===== src/include/holdover_defs.vh =====
// register map, field positions, reset values and counts of the holdover block
`ifndef HOLDOVER_DEFS_VH
`define HOLDOVER_DEFS_VH
// register indices, byte address is four times the index
`define IDX_STATUS_PIN 10'h017
`define IDX_LOCK_CFG 10'h018
`define IDX_LD_PIN 10'h01A
`define IDX_REFERENCE_MONITOR_PIN_PIN 10'h01B
`define IDX_REF_CFG 10'h01C
`define IDX_HOLD_CFG 10'h01D
`define IDX_HOLD_STAT 10'h01F
// reset values
`define RST_STATUS_PIN 8'h00
`define RST_LOCK_CFG 8'h00
`define RST_LD_PIN 6'h00
`define RST_REFERENCE_MONITOR_PIN_PIN 5'h00
`define RST_REF_CFG 8'h00
`define RST_HOLD_CFG 4'h0
// lock control fields
`define LOCK_CNT_LSB 5
`define LOCK_WIN_BIT 4
`define LOCK_DIS_BIT 3
// holdover control fields
`define HOLD_EN_A_BIT 0
`define HOLD_EXT_BIT 1
`define HOLD_EN_B_BIT 2
`define HOLD_CMP_BIT 3
// reference select field
`define REF_SEL_BIT 6
// lock pin output select codes
`define LD_SEL_DLD 6'h00
`define LD_SEL_ALD 6'h01
`define LD_SEL_ISRC 6'h04
`define LD_SEL_LOW 6'h02
// monitor and status pin mux codes
`define MUX_DLD 6'h01
`define MUX_CMP_HI 6'h02
`define MUX_CMP_LO 6'h03
`define MUX_HOLD 6'h04
// consecutive good cycles per lock counter code
`define LOCK_N0 8'h05
`define LOCK_N1 8'h10
`define LOCK_N2 8'h40
`define LOCK_N3 8'hFF
// edge difference thresholds in core cycles
`define THR_LOCK_HI 8'h04
`define THR_UNLOCK_HI 8'h08
`define THR_LOCK_LO 8'h02
`define THR_UNLOCK_LO 8'h04
`endif


===== src/rtl/holdover_ctrl.v =====
// holdover and lock sensing control with its APB register file
// How it works
// - lock pin select code 000100b picks current-source lock detect mode
// - current source on while digital lock true, pin grounded otherwise
// - comparator selectable on monitor and status muxes, both polarities
// - holdover is a high-impedance charge pump, never steady pumping
// - manual and automatic holdover need both enable bits set
// - external control bit set: sync falling edge enters holdover at once
// - manual release on next reference edge after sync returns high
// - feedback B counter reset on the releasing reference edge
// - automatic holdover enters when the loop loses lock
// - automatic entry uses lock pin level, forced high when comparator off
// - automatic holdover holds while no reference edge arrives
// - no re-entry until lock regained and lock pin charged again
// - holdover follows the selected reference, brief during switchover
// - lock counter field sets consecutive good cycles, code 00b is five
// - digital lock detector runs only while its disable bit is 0
// - window bit 0 selects the high-range lock window
// - lock pin may carry digital, analog or current-source indication
// - lock after programmed good cycles, unlock on one wide difference
`timescale 1ns/100ps
`include "holdover_defs.vh"
module holdover_ctrl (
	// clock and reset
	input wire CORE_CLK,
	input wire RST_B,
	// apb slave
	input wire PSEL,
	input wire PENABLE,
	input wire PWRITE,
	input wire [11:0] PADDR,
	input wire [31:0] PWDATA,
	output reg [31:0] PRDATA,
	output reg PREADY,
	output reg PSLVERR,
	// pins from outside the clock domain
	input wire SYNC_B,
	input wire REF1_PFD_EDGE,
	input wire REF2_PFD_EDGE,
	input wire FB_PFD_EDGE,
	input wire LD_CMP_IN,
	input wire ALD_IN,
	// charge pump and feedback divider
	output reg CP_HIGHZ,
	output reg B_CNT_RST,
	// lock indicator pin
	output reg LD_OUT,
	output reg LD_OE,
	output reg LD_ISRC_EN,
	// monitor and status pins
	output reg REFERENCE_MONITOR_PIN_OUT,
	output reg STATUS_OUT
);
	// holdover states
	localparam ST_RUN = 2'd0;
	localparam ST_HOLD = 2'd1;
	localparam ST_RELOCK = 2'd2;

	// configuration registers
	reg [7:0] status_pin_cfg;
	reg [7:0] lock_cfg;
	reg [5:0] ld_pin_cfg;
	reg [4:0] reference_monitor_pin_cfg;
	reg [7:0] ref_cfg;
	reg [3:0] hold_cfg;

	// synchronised pins and edge history
	wire [5:0] pin_s;
	wire sync_s;
	wire ref1_s;
	wire ref2_s;
	wire fb_s;
	wire cmp_s;
	wire ald_s;
	reg sync_d;
	reg ref1_d;
	reg ref2_d;
	reg fb_d;

	// derived events and levels
	wire ref_edge;
	wire fb_edge;
	wire sync_fall;
	wire hold_on;
	wire ext_mode;
	wire cmp_en;
	wire ld_level;
	wire digital_lock_indicator;

	// holdover state
	reg [1:0] state;
	reg [1:0] next_state;
	reg next_highz;
	reg next_brst;

	// bus decode
	wire [9:0] idx;
	wire mapped;
	wire wr_take;
	wire rd_ask;
	reg [7:0] rd_byte;

	// a register index answers only where something lives
	function is_mapped;
		input [9:0] i;
		begin
			case (i)
				`IDX_STATUS_PIN,
				`IDX_LOCK_CFG,
				`IDX_LD_PIN,
				`IDX_REFERENCE_MONITOR_PIN_PIN,
				`IDX_REF_CFG,
				`IDX_HOLD_CFG,
				`IDX_HOLD_STAT: is_mapped = 1'b1;
				default: is_mapped = 1'b0;
			endcase
		end
	endfunction

	// shared pin mux for the monitor and status outputs
	function pin_mux;
		input [5:0] code;
		input lock;
		input cmp;
		input hz;
		begin
			case (code)
				`MUX_DLD: pin_mux = lock;
				`MUX_CMP_HI: pin_mux = cmp;
				`MUX_CMP_LO: pin_mux = ~cmp;
				`MUX_HOLD: pin_mux = hz;
				default: pin_mux = 1'b0;
			endcase
		end
	endfunction

	// every pin passes two flip-flops before use
	pin_sync #(
		.W(6)
	) u_sync (
		.clk(CORE_CLK),
		.rst_b(RST_B),
		.d({ALD_IN, LD_CMP_IN, FB_PFD_EDGE,
			REF2_PFD_EDGE, REF1_PFD_EDGE, SYNC_B}),
		.q(pin_s)
	);

	assign sync_s = pin_s[0];
	assign ref1_s = pin_s[1];
	assign ref2_s = pin_s[2];
	assign fb_s = pin_s[3];
	assign cmp_s = pin_s[4];
	assign ald_s = pin_s[5];

	// edge history, taken from the synchronised levels only
	always @(posedge CORE_CLK) begin
		if (!RST_B) begin
			sync_d <= 1'b0;
			ref1_d <= 1'b0;
			ref2_d <= 1'b0;
			fb_d <= 1'b0;
		end else begin
			sync_d <= sync_s;
			ref1_d <= ref1_s;
			ref2_d <= ref2_s;
			fb_d <= fb_s;
		end
	end

	// reference edge of whichever input is selected
	assign ref_edge = ref_cfg[`REF_SEL_BIT] ?
		(ref2_s & ~ref2_d) : (ref1_s & ~ref1_d);
	assign fb_edge = fb_s & ~fb_d;
	// sync low held since reset gives no edge
	assign sync_fall = sync_d & ~sync_s;

	// holdover qualifiers
	assign hold_on = hold_cfg[`HOLD_EN_A_BIT] &
		hold_cfg[`HOLD_EN_B_BIT];
	assign ext_mode = hold_cfg[`HOLD_EXT_BIT];
	assign cmp_en = hold_cfg[`HOLD_CMP_BIT];
	// comparator off means the pin always reads high
	assign ld_level = cmp_en ? cmp_s : 1'b1;

	// digital lock detector on the phase detector edges
	dig_lock_detect u_dld (
		.clk(CORE_CLK),
		.rst_b(RST_B),
		.enable(~lock_cfg[`LOCK_DIS_BIT]),
		.cnt_code(lock_cfg[`LOCK_CNT_LSB+1:`LOCK_CNT_LSB]),
		.win_low(lock_cfg[`LOCK_WIN_BIT]),
		.ref_edge(ref_edge),
		.fb_edge(fb_edge),
		.locked(digital_lock_indicator)
	);

	// holdover next state
	always @* begin
		next_state = state;
		next_highz = CP_HIGHZ;
		next_brst = 1'b0;
		case (state)
			ST_RUN: begin
				next_highz = 1'b0;
				if (hold_on) begin
					// entry is edge triggered in manual mode
					if (ext_mode ? sync_fall : ~ld_level) begin
						next_state = ST_HOLD;
						next_highz = 1'b1;
					end
				end
			end
			ST_HOLD: begin
				if (!hold_on) begin
					next_state = ST_RUN;
					next_highz = 1'b0;
				end else if (ref_edge && (!ext_mode || sync_s)) begin
					// no reference edge keeps the pump open
					next_highz = 1'b0;
					next_brst = 1'b1;
					next_state = ext_mode ? ST_RUN : ST_RELOCK;
				end
			end
			ST_RELOCK: begin
				next_highz = 1'b0;
				// chatter here must not retrigger holdover
				if (!hold_on || ext_mode || (digital_lock_indicator && ld_level))
					next_state = ST_RUN;
			end
			default: begin
				next_state = ST_RUN;
				next_highz = 1'b0;
			end
		endcase
	end

	// holdover state and charge pump control
	always @(posedge CORE_CLK) begin
		if (!RST_B) begin
			state <= ST_RUN;
			CP_HIGHZ <= 1'b0;
			B_CNT_RST <= 1'b0;
		end else begin
			state <= next_state;
			CP_HIGHZ <= next_highz;
			B_CNT_RST <= next_brst;
		end
	end

	// lock pin driver, current mode sources only while locked
	always @(posedge CORE_CLK) begin
		if (!RST_B) begin
			LD_OUT <= 1'b0;
			LD_OE <= 1'b0;
			LD_ISRC_EN <= 1'b0;
		end else begin
			case (ld_pin_cfg)
				`LD_SEL_ISRC: begin
					LD_ISRC_EN <= digital_lock_indicator;
					LD_OE <= ~digital_lock_indicator;
					LD_OUT <= 1'b0;
				end
				`LD_SEL_DLD: begin
					LD_ISRC_EN <= 1'b0;
					LD_OE <= 1'b1;
					LD_OUT <= digital_lock_indicator;
				end
				`LD_SEL_ALD: begin
					LD_ISRC_EN <= 1'b0;
					LD_OE <= 1'b1;
					LD_OUT <= ald_s;
				end
				`LD_SEL_LOW: begin
					LD_ISRC_EN <= 1'b0;
					LD_OE <= 1'b1;
					LD_OUT <= 1'b0;
				end
				default: begin
					LD_ISRC_EN <= 1'b0;
					LD_OE <= 1'b0;
					LD_OUT <= 1'b0;
				end
			endcase
		end
	end

	// monitor and status pins through the shared mux
	always @(posedge CORE_CLK) begin
		if (!RST_B) begin
			REFERENCE_MONITOR_PIN_OUT <= 1'b0;
			STATUS_OUT <= 1'b0;
		end else begin
			REFERENCE_MONITOR_PIN_OUT <= pin_mux({1'b0, reference_monitor_pin_cfg},
				digital_lock_indicator, cmp_s, CP_HIGHZ);
			STATUS_OUT <= pin_mux(status_pin_cfg[7:2],
				digital_lock_indicator, cmp_s, CP_HIGHZ);
		end
	end

	// apb decode, one wait state per access
	assign idx = PADDR[11:2];
	assign mapped = is_mapped(idx) && (PADDR[1:0] == 2'b00);
	assign rd_ask = PSEL & PENABLE & ~PREADY;
	assign wr_take = PSEL & PENABLE & PREADY & PWRITE & mapped;

	// read data, reserved bits read as zero
	always @* begin
		case (idx)
			`IDX_STATUS_PIN: rd_byte = status_pin_cfg;
			`IDX_LOCK_CFG: rd_byte = lock_cfg;
			`IDX_LD_PIN: rd_byte = {2'b00, ld_pin_cfg};
			`IDX_REFERENCE_MONITOR_PIN_PIN: rd_byte = {3'b000, reference_monitor_pin_cfg};
			`IDX_REF_CFG: rd_byte = ref_cfg;
			`IDX_HOLD_CFG: rd_byte = {4'h0, hold_cfg};
			`IDX_HOLD_STAT: rd_byte = {2'b00, state, ld_level,
				cmp_s, CP_HIGHZ, digital_lock_indicator};
			default: rd_byte = 8'h00;
		endcase
	end

	// bus handshake and read capture
	always @(posedge CORE_CLK) begin
		if (!RST_B) begin
			PREADY <= 1'b0;
			PSLVERR <= 1'b0;
			PRDATA <= 32'h0000_0000;
		end else begin
			PREADY <= rd_ask;
			PSLVERR <= rd_ask & ~mapped;
			if (rd_ask)
				PRDATA <= (mapped && !PWRITE) ?
					{24'h00_0000, rd_byte} : 32'h0000_0000;
		end
	end

	// register writes land at the completing edge only
	always @(posedge CORE_CLK) begin
		if (!RST_B) begin
			status_pin_cfg <= `RST_STATUS_PIN;
			lock_cfg <= `RST_LOCK_CFG;
			ld_pin_cfg <= `RST_LD_PIN;
			reference_monitor_pin_cfg <= `RST_REFERENCE_MONITOR_PIN_PIN;
			ref_cfg <= `RST_REF_CFG;
			hold_cfg <= `RST_HOLD_CFG;
		end else if (wr_take) begin
			case (idx)
				`IDX_STATUS_PIN: status_pin_cfg <= PWDATA[7:0];
				`IDX_LOCK_CFG: lock_cfg <= PWDATA[7:0];
				`IDX_LD_PIN: ld_pin_cfg <= PWDATA[5:0];
				`IDX_REFERENCE_MONITOR_PIN_PIN: reference_monitor_pin_cfg <= PWDATA[4:0];
				`IDX_REF_CFG: ref_cfg <= PWDATA[7:0];
				`IDX_HOLD_CFG: hold_cfg <= PWDATA[3:0];
				default: hold_cfg <= hold_cfg;
			endcase
		end
	end
endmodule // holdover_ctrl


===== src/rtl/pin_sync.v =====
// two flip-flop synchroniser for a group of pin inputs
`timescale 1ns/100ps
module pin_sync #(
	parameter W = 1
) (
	// clock and reset
	input wire clk,
	input wire rst_b,
	// raw and synchronised levels
	input wire [W-1:0] d,
	output reg [W-1:0] q
);
	reg [W-1:0] meta;
	genvar i;
	// first stage feeds only the second
	generate
		for (i = 0; i < W; i = i + 1) begin : g_bit
			always @(posedge clk) begin
				if (!rst_b) begin
					meta[i] <= 1'b0;
					q[i] <= 1'b0;
				end else begin
					meta[i] <= d[i];
					q[i] <= meta[i];
				end
			end
		end
	endgenerate
endmodule // pin_sync


===== src/rtl/dig_lock_detect.v =====
// digital lock detector measuring the edge gap at the phase detector
`timescale 1ns/100ps
`include "holdover_defs.vh"
module dig_lock_detect (
	// clock and reset
	input wire clk,
	input wire rst_b,
	// configuration
	input wire enable,
	input wire [1:0] cnt_code,
	input wire win_low,
	// phase detector edges, one-cycle pulses
	input wire ref_edge,
	input wire fb_edge,
	// lock indication
	output reg locked
);
	reg pending;
	reg [7:0] gap;
	reg [7:0] good;
	reg [7:0] need;
	wire [7:0] thr_lock;
	wire [7:0] thr_unlock;
	wire both;
	wire pair;
	wire [7:0] diff;
	// cycles needed for lock
	always @* begin
		case (cnt_code)
			2'b00: need = `LOCK_N0;
			2'b01: need = `LOCK_N1;
			2'b10: need = `LOCK_N2;
			default: need = `LOCK_N3;
		endcase
	end
	// window 0 is the high range
	assign thr_lock = win_low ? `THR_LOCK_LO : `THR_LOCK_HI;
	assign thr_unlock = win_low ? `THR_UNLOCK_LO : `THR_UNLOCK_HI;
	assign both = ref_edge & fb_edge;
	assign pair = pending ? (ref_edge | fb_edge) : both;
	assign diff = pending ? gap : 8'h00;
	// gap counting and lock decision, idle while disabled
	always @(posedge clk) begin
		if (!rst_b || !enable) begin
			pending <= 1'b0;
			gap <= 8'h00;
			good <= 8'h00;
			locked <= 1'b0;
		end else begin
			if (pair) begin
				pending <= 1'b0;
				if (diff < thr_lock) begin
					if (good != 8'hFF)
						good <= good + 8'h01;
					if (good + 8'h01 >= need)
						locked <= 1'b1;
				end else begin
					good <= 8'h00;
				end
				if (diff > thr_unlock)
					locked <= 1'b0;
			end else if (ref_edge | fb_edge) begin
				pending <= 1'b1;
				gap <= 8'h01;
			end else if (pending) begin
				// a missing edge counts as an unlock
				if (gap != 8'hFF)
					gap <= gap + 8'h01;
				if (gap > thr_unlock) begin
					locked <= 1'b0;
					good <= 8'h00;
				end
			end
		end
	end
endmodule // dig_lock_detect


===== config.mk =====
export PLATFORM = sky130hd
export DESIGN_NAME = holdover_ctrl
export DESIGN_NICKNAME = d
export VERILOG_FILES = /design/src/rtl/holdover_ctrl.v /design/src/rtl/pin_sync.v /design/src/rtl/dig_lock_detect.v
export VERILOG_INCLUDE_DIRS = /design/src /design/src/include
export SDC_FILE = /design/constraint.sdc
export NUM_CORES = 1
export LEC_CHECK = 0
export BUFFER_PORTS_ARGS = -buffer_cell sky130_fd_sc_hd__buf_2
export CORE_AREA = 2 2 96 98
export CTS_CLUSTER_DIAMETER = 80
export CTS_CLUSTER_SIZE = 10
export DETAILED_ROUTE_END_ITERATION = 8
export DIE_AREA = 0 0 98 100
export MAX_ROUTING_LAYER = met4
export PLACE_DENSITY = 0.8
export SYNTH_ARGS = -nofsm -noshare
export SYNTH_HDL_FRONTEND = slang
export SYNTH_HIERARCHICAL = 1
export SYNTH_SLANG_ARGS = --single-unit

===== constraint.sdc =====
create_clock -name CORE_CLK -period 2.9 [get_ports CORE_CLK]
set_input_delay 0.145 -clock CORE_CLK [delete_from_list [all_inputs] [get_ports CORE_CLK]]
set_output_delay 0.145 -clock CORE_CLK [all_outputs]
set_load 0.03 [all_outputs]

## After elaboration in Yosys (flattened, before gate mapping)

Index checks and enable logic that the tools add are counted.

- Flip-flop bits (word level): 116
- Output and inout port bits: 41
- Word-level logic and storage cells: 177

- Add/subtract/negate cells: 2
- $lt $le $gt $ge: 4
- Equal/unequal tests: 32
- Mux-type cells: 44
- Bitwise gates (word level): 23
- Reduce and logical (&&, ||, !) cells: 35

Operators with widths:

| kind | count |
|---|---|
| $mux 8 | 11 |
| $eq 10x5->1 const B | 7 |
| $pmux 8 s7 | 1 |
| $pmux 8 s3 | 1 |
| $eq 6x2->1 const B | 3 |
| $mux 1 | 17 |
| $add 8x1->8 const B | 2 |
| $gt 8x8->1 | 2 |
| $ne 8x8->1 const B | 2 |
| $reduce_and 2->1 | 7 |
| $and 1x1->1 | 12 |
| $eq 6x1->1 const B | 2 |
| $eq 6x3->1 const B | 2 |
| $mux 2 | 6 |
| $ne 3x3->1 const B | 4 |
| $eq 5x2->1 const B | 2 |
| $not 1->1 | 10 |
| $ge 8x8->1 | 1 |
| $lt 8x8->1 | 1 |
| $pmux 1 s4 | 2 |
| $reduce_and 4->1 | 2 |
| $reduce_bool 2->1 | 4 |
| $reduce_or 7->1 | 1 |
| $logic_not 2->1 | 3 |
| other kinds (19) | 35 |

## Depth between registers and ports, before layout

- Word-level depth: 7
- Depth in mapped cells: 10

## Hierarchy

The synthesis kept the hierarchy.

Modules (own cells, without submodules):

| module | times used | cells each | area each (sq um) |
|---|---|---|---|
| holdover_ctrl | 1 | 335 | 3,015.4 |
| dig_lock_detect | 1 | 169 | 1,402.6 |
| pin_sync | 1 | 25 | 336.6 |

## Worst setup path after synthesis

No wires, ideal clock.

- Path kind: flip-flop to flip-flop
- Start point: register u_dld.good[0]
- End point: register u_dld.locked
- Data arrival time: 2.239 ns
- Path slack: 0.514 ns
- Cell stages (with the launch flop): 11
- Buffers on the path: 0
- Period minus slack after synthesis: 2.386 ns
- Path through: dfxtp_1 > ha_1 > and4_1 > nand2_1 > xnor2_1 > ha_1 > a21o_1 > a2111oi_0 > and3_1 > o31a_1 > a2111oi_0

- Word-level cells in the longest chain between the ends: 4

RTL lines:

| what | line | RTL |
|---|---|---|
| start, declared | dig_lock_detect.v:20 | `reg [7:0] good;` |
| start signal, assigned | dig_lock_detect.v:54 | `good <= good + 8'h01;` |
| $add 8x1->8 | dig_lock_detect.v:55 | `if (good + 8'h01 >= need)` |
| $ge 8x8->1 | dig_lock_detect.v:55 |  |
| $ne 3x3->1 (no line) | -- |  |
| $reduce_and 5->1 (no line) | -- |  |
| end signal, assigned | dig_lock_detect.v:56 | `locked <= 1'b1;` |
| end signal, assigned | dig_lock_detect.v:61 | `locked <= 1'b0;` |
| end signal, assigned | dig_lock_detect.v:70 | `locked <= 1'b0;` |
| end, declared | dig_lock_detect.v:16 | `output reg locked` |

No other way between the ends.
A chain may end at the register's enable or synchronous reset.

## Worst setup path in the final report

Same ends and word-level chain as after synthesis.

==> results.yml <==
outcome:
  status: "finished clean"
cells_and_area:
  insertedDiodeCount: 0
  final_nets: 647
  area_growth_pct: 8.789
  final_cell_mix: "dfxtp_1 (92), nor2_1 (66), buf_2 (47)"
  fill_cells: 786
  stdcell_count: 688
  final_common_cell: "dfxtp_1"
  drive_gt1_share_pct: 15.42
  finish.utilization_pct: 58.18
critical_path:
  worstPathRequired_ns: 3.12
  cp_num_buf_inv: 0
  path_cells: "ha_2 > and4_1 > nand2_1 > xnor2_1 > ha_1 > a21o_1 > a2111oi_0 > and3_1 > o31a_1 > a2111oi_0"
  crit_slowest_cell: "dfxtp_1"
  start_kind: "flop"
  cp_top_family: "compound AO/OA/AOI/OAI gates"
  path_max_fanout: 6
  r2r_slack_ns: 0.24
  cp_common_cell: "a2111oi_0"
  worstSetupEndpointType: "flop"
  worstSetupPathType: "reg2reg"
  cpPeakStageDelay_ns: 0.43
  arrival_ns: 2.88
die:
  die_x_um: 98
  die-area_um2: 9800
  die_h_um: 100
  core_um2: 8890
  num_rows: 35
  initial_utilization_pct: 53.48
  io_pins: 96
routing:
  wl_met3_um: 513
  routedWlPerCell_um: 15.17
  num_vias: 3890
  ant_nets: 0
  finalWirelength_um: 10440
  top_layer: "met4"
  viasPerCell: 5.654
  drt_iter0_markers: 186
  wl_met2_um: 5096
  drt-pass1-iter-count: 5
  drc: 0
  met1_length_um: 4675
timing:
  tightestPinTransition_ns: 0.6521
  period_needed_ns: 2.661
  timing.final.ws_setup_ns: 0.2388
  post-route-period-util_pct: 91.76
  slew_violations: 0
  setup_violations: 0
  fin_skew_ns: 0.01113
  slew_headroom_pct: 56.48
  finalSetupTns_ns: 0
  max_freq_ghz: 0.3758
  rsz0062_at_grt: "false"
  hold_violations: 0
placed_design:
  routabilityCongestion: 0.9068
  pre_cts_ws_ns: 0.2086
  io_buffers: 47
  place_inst: 667
  hpwl_um: 7538
synthesis:
  synthCells: 529
  ys_seq_elements: 92
  yosysSeqAreaShare_pct: 38.74
  syn_avg_cell_area_um2: 8.988
  synth_edf_count: 0
  async_reset_ff_share_pct: 0
  synth_flop_cell: "dfxtp_1"
  netlist_area_um2: 4755
  synthDistinctLibCells: 65
  synth_warnings: 6
clocking:
  path_clk_slew_ns: 0.10
  insertion_delay_ns: 0.37
  root_buffer: "clkbuf_8"
  cts_tree: "built"
  cts.sinks: 92
  htreeDepth: 3
  numCtsBuffers: 9
  clock_tree.buffer_depth: 2
  post_cts_buffers: 0
global_route:
  grt-ovfl-total: 0
  grt.total_usage_pct: 22.32
  grt_pass1_vias: 3595
  antenna_found_initial: 0
  grt_pass1_wl_um: 17210
  grt_max_degree: 30
job:
  maxCapViolations: 0
power_and_ir_drop:
  leakagePower_nw: 2.194
  peakVddDrop_mv: 0.2713
  power.total_mw: 2.371
  powerDensity_nw_per_um2: 458.3
min_path:
  min_path_type: "in2reg"
[power breakdown]
part / switching [mW] / internal, mW / total [mW]
Sequential: 0.0115 / 1.28 / 1.29
Combinational: 0.135 / 0.0563 / 0.192
Clock: 0.485 / 0.405 / 0.889
[cell type report]
class,count,area [um2],share of cell area (%)
Multi-Input combinational cell,399,2626,50.77
Sequential cell,92,1842,35.61
Timing Repair Buffer,55,310.3,5.999
Tap cell,111,138.9,2.685
Clock buffer,9,123.9,2.395
Clock inverter,6,71.32,1.379
Inverter,16,60.06,1.161
[synthesized netlist by cell type, types with 2 or more instances]
cell type,n,area share (%)
a2111oi_0,2,0.37
a211oi_1,6,0.95
a21o_1,2,0.32
a21oi_1,20,2.1
a221oi_1,2,0.37
a22o_1,10,1.8
a22oi_1,3,0.47
a31oi_1,6,0.79
a41oi_1,2,0.37
and2_1,13,1.7
and2_2,8,1.3
and3_1,5,0.66
and4_1,7,1.3
buf_2,5,0.53
buf_4,28,4.4
buf_6,3,0.71
clkbuf_1,6,0.47
dfxtp_1,92,39
ha_1,19,5.0
inv_1,16,1.3
mux2_2,4,0.95
mux2i_1,42,8.8
nand2_1,34,2.7
nand2_2,2,0.26
nand2b_1,6,0.79
nand3_1,21,2.2
nand3b_1,7,1.1
nand4_1,6,0.79
nor2_1,66,5.2
nor2b_1,7,0.92
nor3_1,8,0.84
nor4_1,3,0.39
o21a_1,4,0.63
o21ai_0,15,1.6
o21ai_1,4,0.42
o2bb2ai_1,2,0.37
o32ai_1,2,0.37
or3_1,2,0.26
or4_1,2,0.32
xnor2_1,4,0.74
xor2_1,9,1.7
[layer usage]
layer	vias to the layer above	GRT usage (%)
li1	1906	-
met1	1863	27.10
met2	110	37.72
met3	11	3.412
met4	0	8.333
met5	-	-
[through the flow]
step | hold slack, ns | instance area [um2]
after detailed placement | 0.3555 | 4915
after CTS | 0.03504 | 5170
after global routing | 0.06450 | 5172
final | 0.04564 | 5172
after floorplan | 0.2723 | 4841
after global placement | 0.3511 | 4915
[state kept, by name (all words and copies together), names as in the netlist, 4 cells and up]
signal,cells
hold_cfg,4
u_sync/q,6
reference_monitor_pin_cfg,5
ref_cfg,8
u_sync/meta,6
PRDATA,8
u_dld/gap,8
status_pin_cfg,8
u_dld/good,8
lock_cfg,8
ld_pin_cfg,6
[path summary, 6_finish.rpt]
check / from / endpoint / cells past startpoint
setup reg to reg: u_dld/good[0] / u_dld/locked / 10
hold / removal: PWDATA[7] / status_pin_cfg[7] / 3
hold reg to reg: u_sync/meta[2] / u_sync/q[2] / 1
setup / recovery: u_dld/good[0] / u_dld/locked / 10
[cell families (layout without fill, tap and decap cells)]
| kind of cell | count (synthesis) | after routing | synth area share (%) |
|---|---|---|---|
| buf+inv | 61 | 86 | 7.894 |
| fa+ha+maj | 19 | 19 | 5.000 |
| mux | 46 | 46 | 9.789 |
| simple gates | 207 | 207 | 22.92 |
| other cells | 1 | 24 | 0.07887 |
| xor+xnor | 13 | 13 | 2.395 |
| compound gates | 90 | 90 | 13.18 |
| flops | 92 | 92 | 38.74 |
[tightest hold or removal path, stage by stage]
cell	delay, ns
buf_2	0.11
mux2i_1	0.06
nor2_1	0.07
[repair_timing]
action / in CTS / in global routing
hold buffers: 6 / 0
setup endpoints to repair: 0 / 1
gates resized for setup: 0 / 1
hold endpoints to repair: 6 / 0
(Power assumes the default switching activity.)
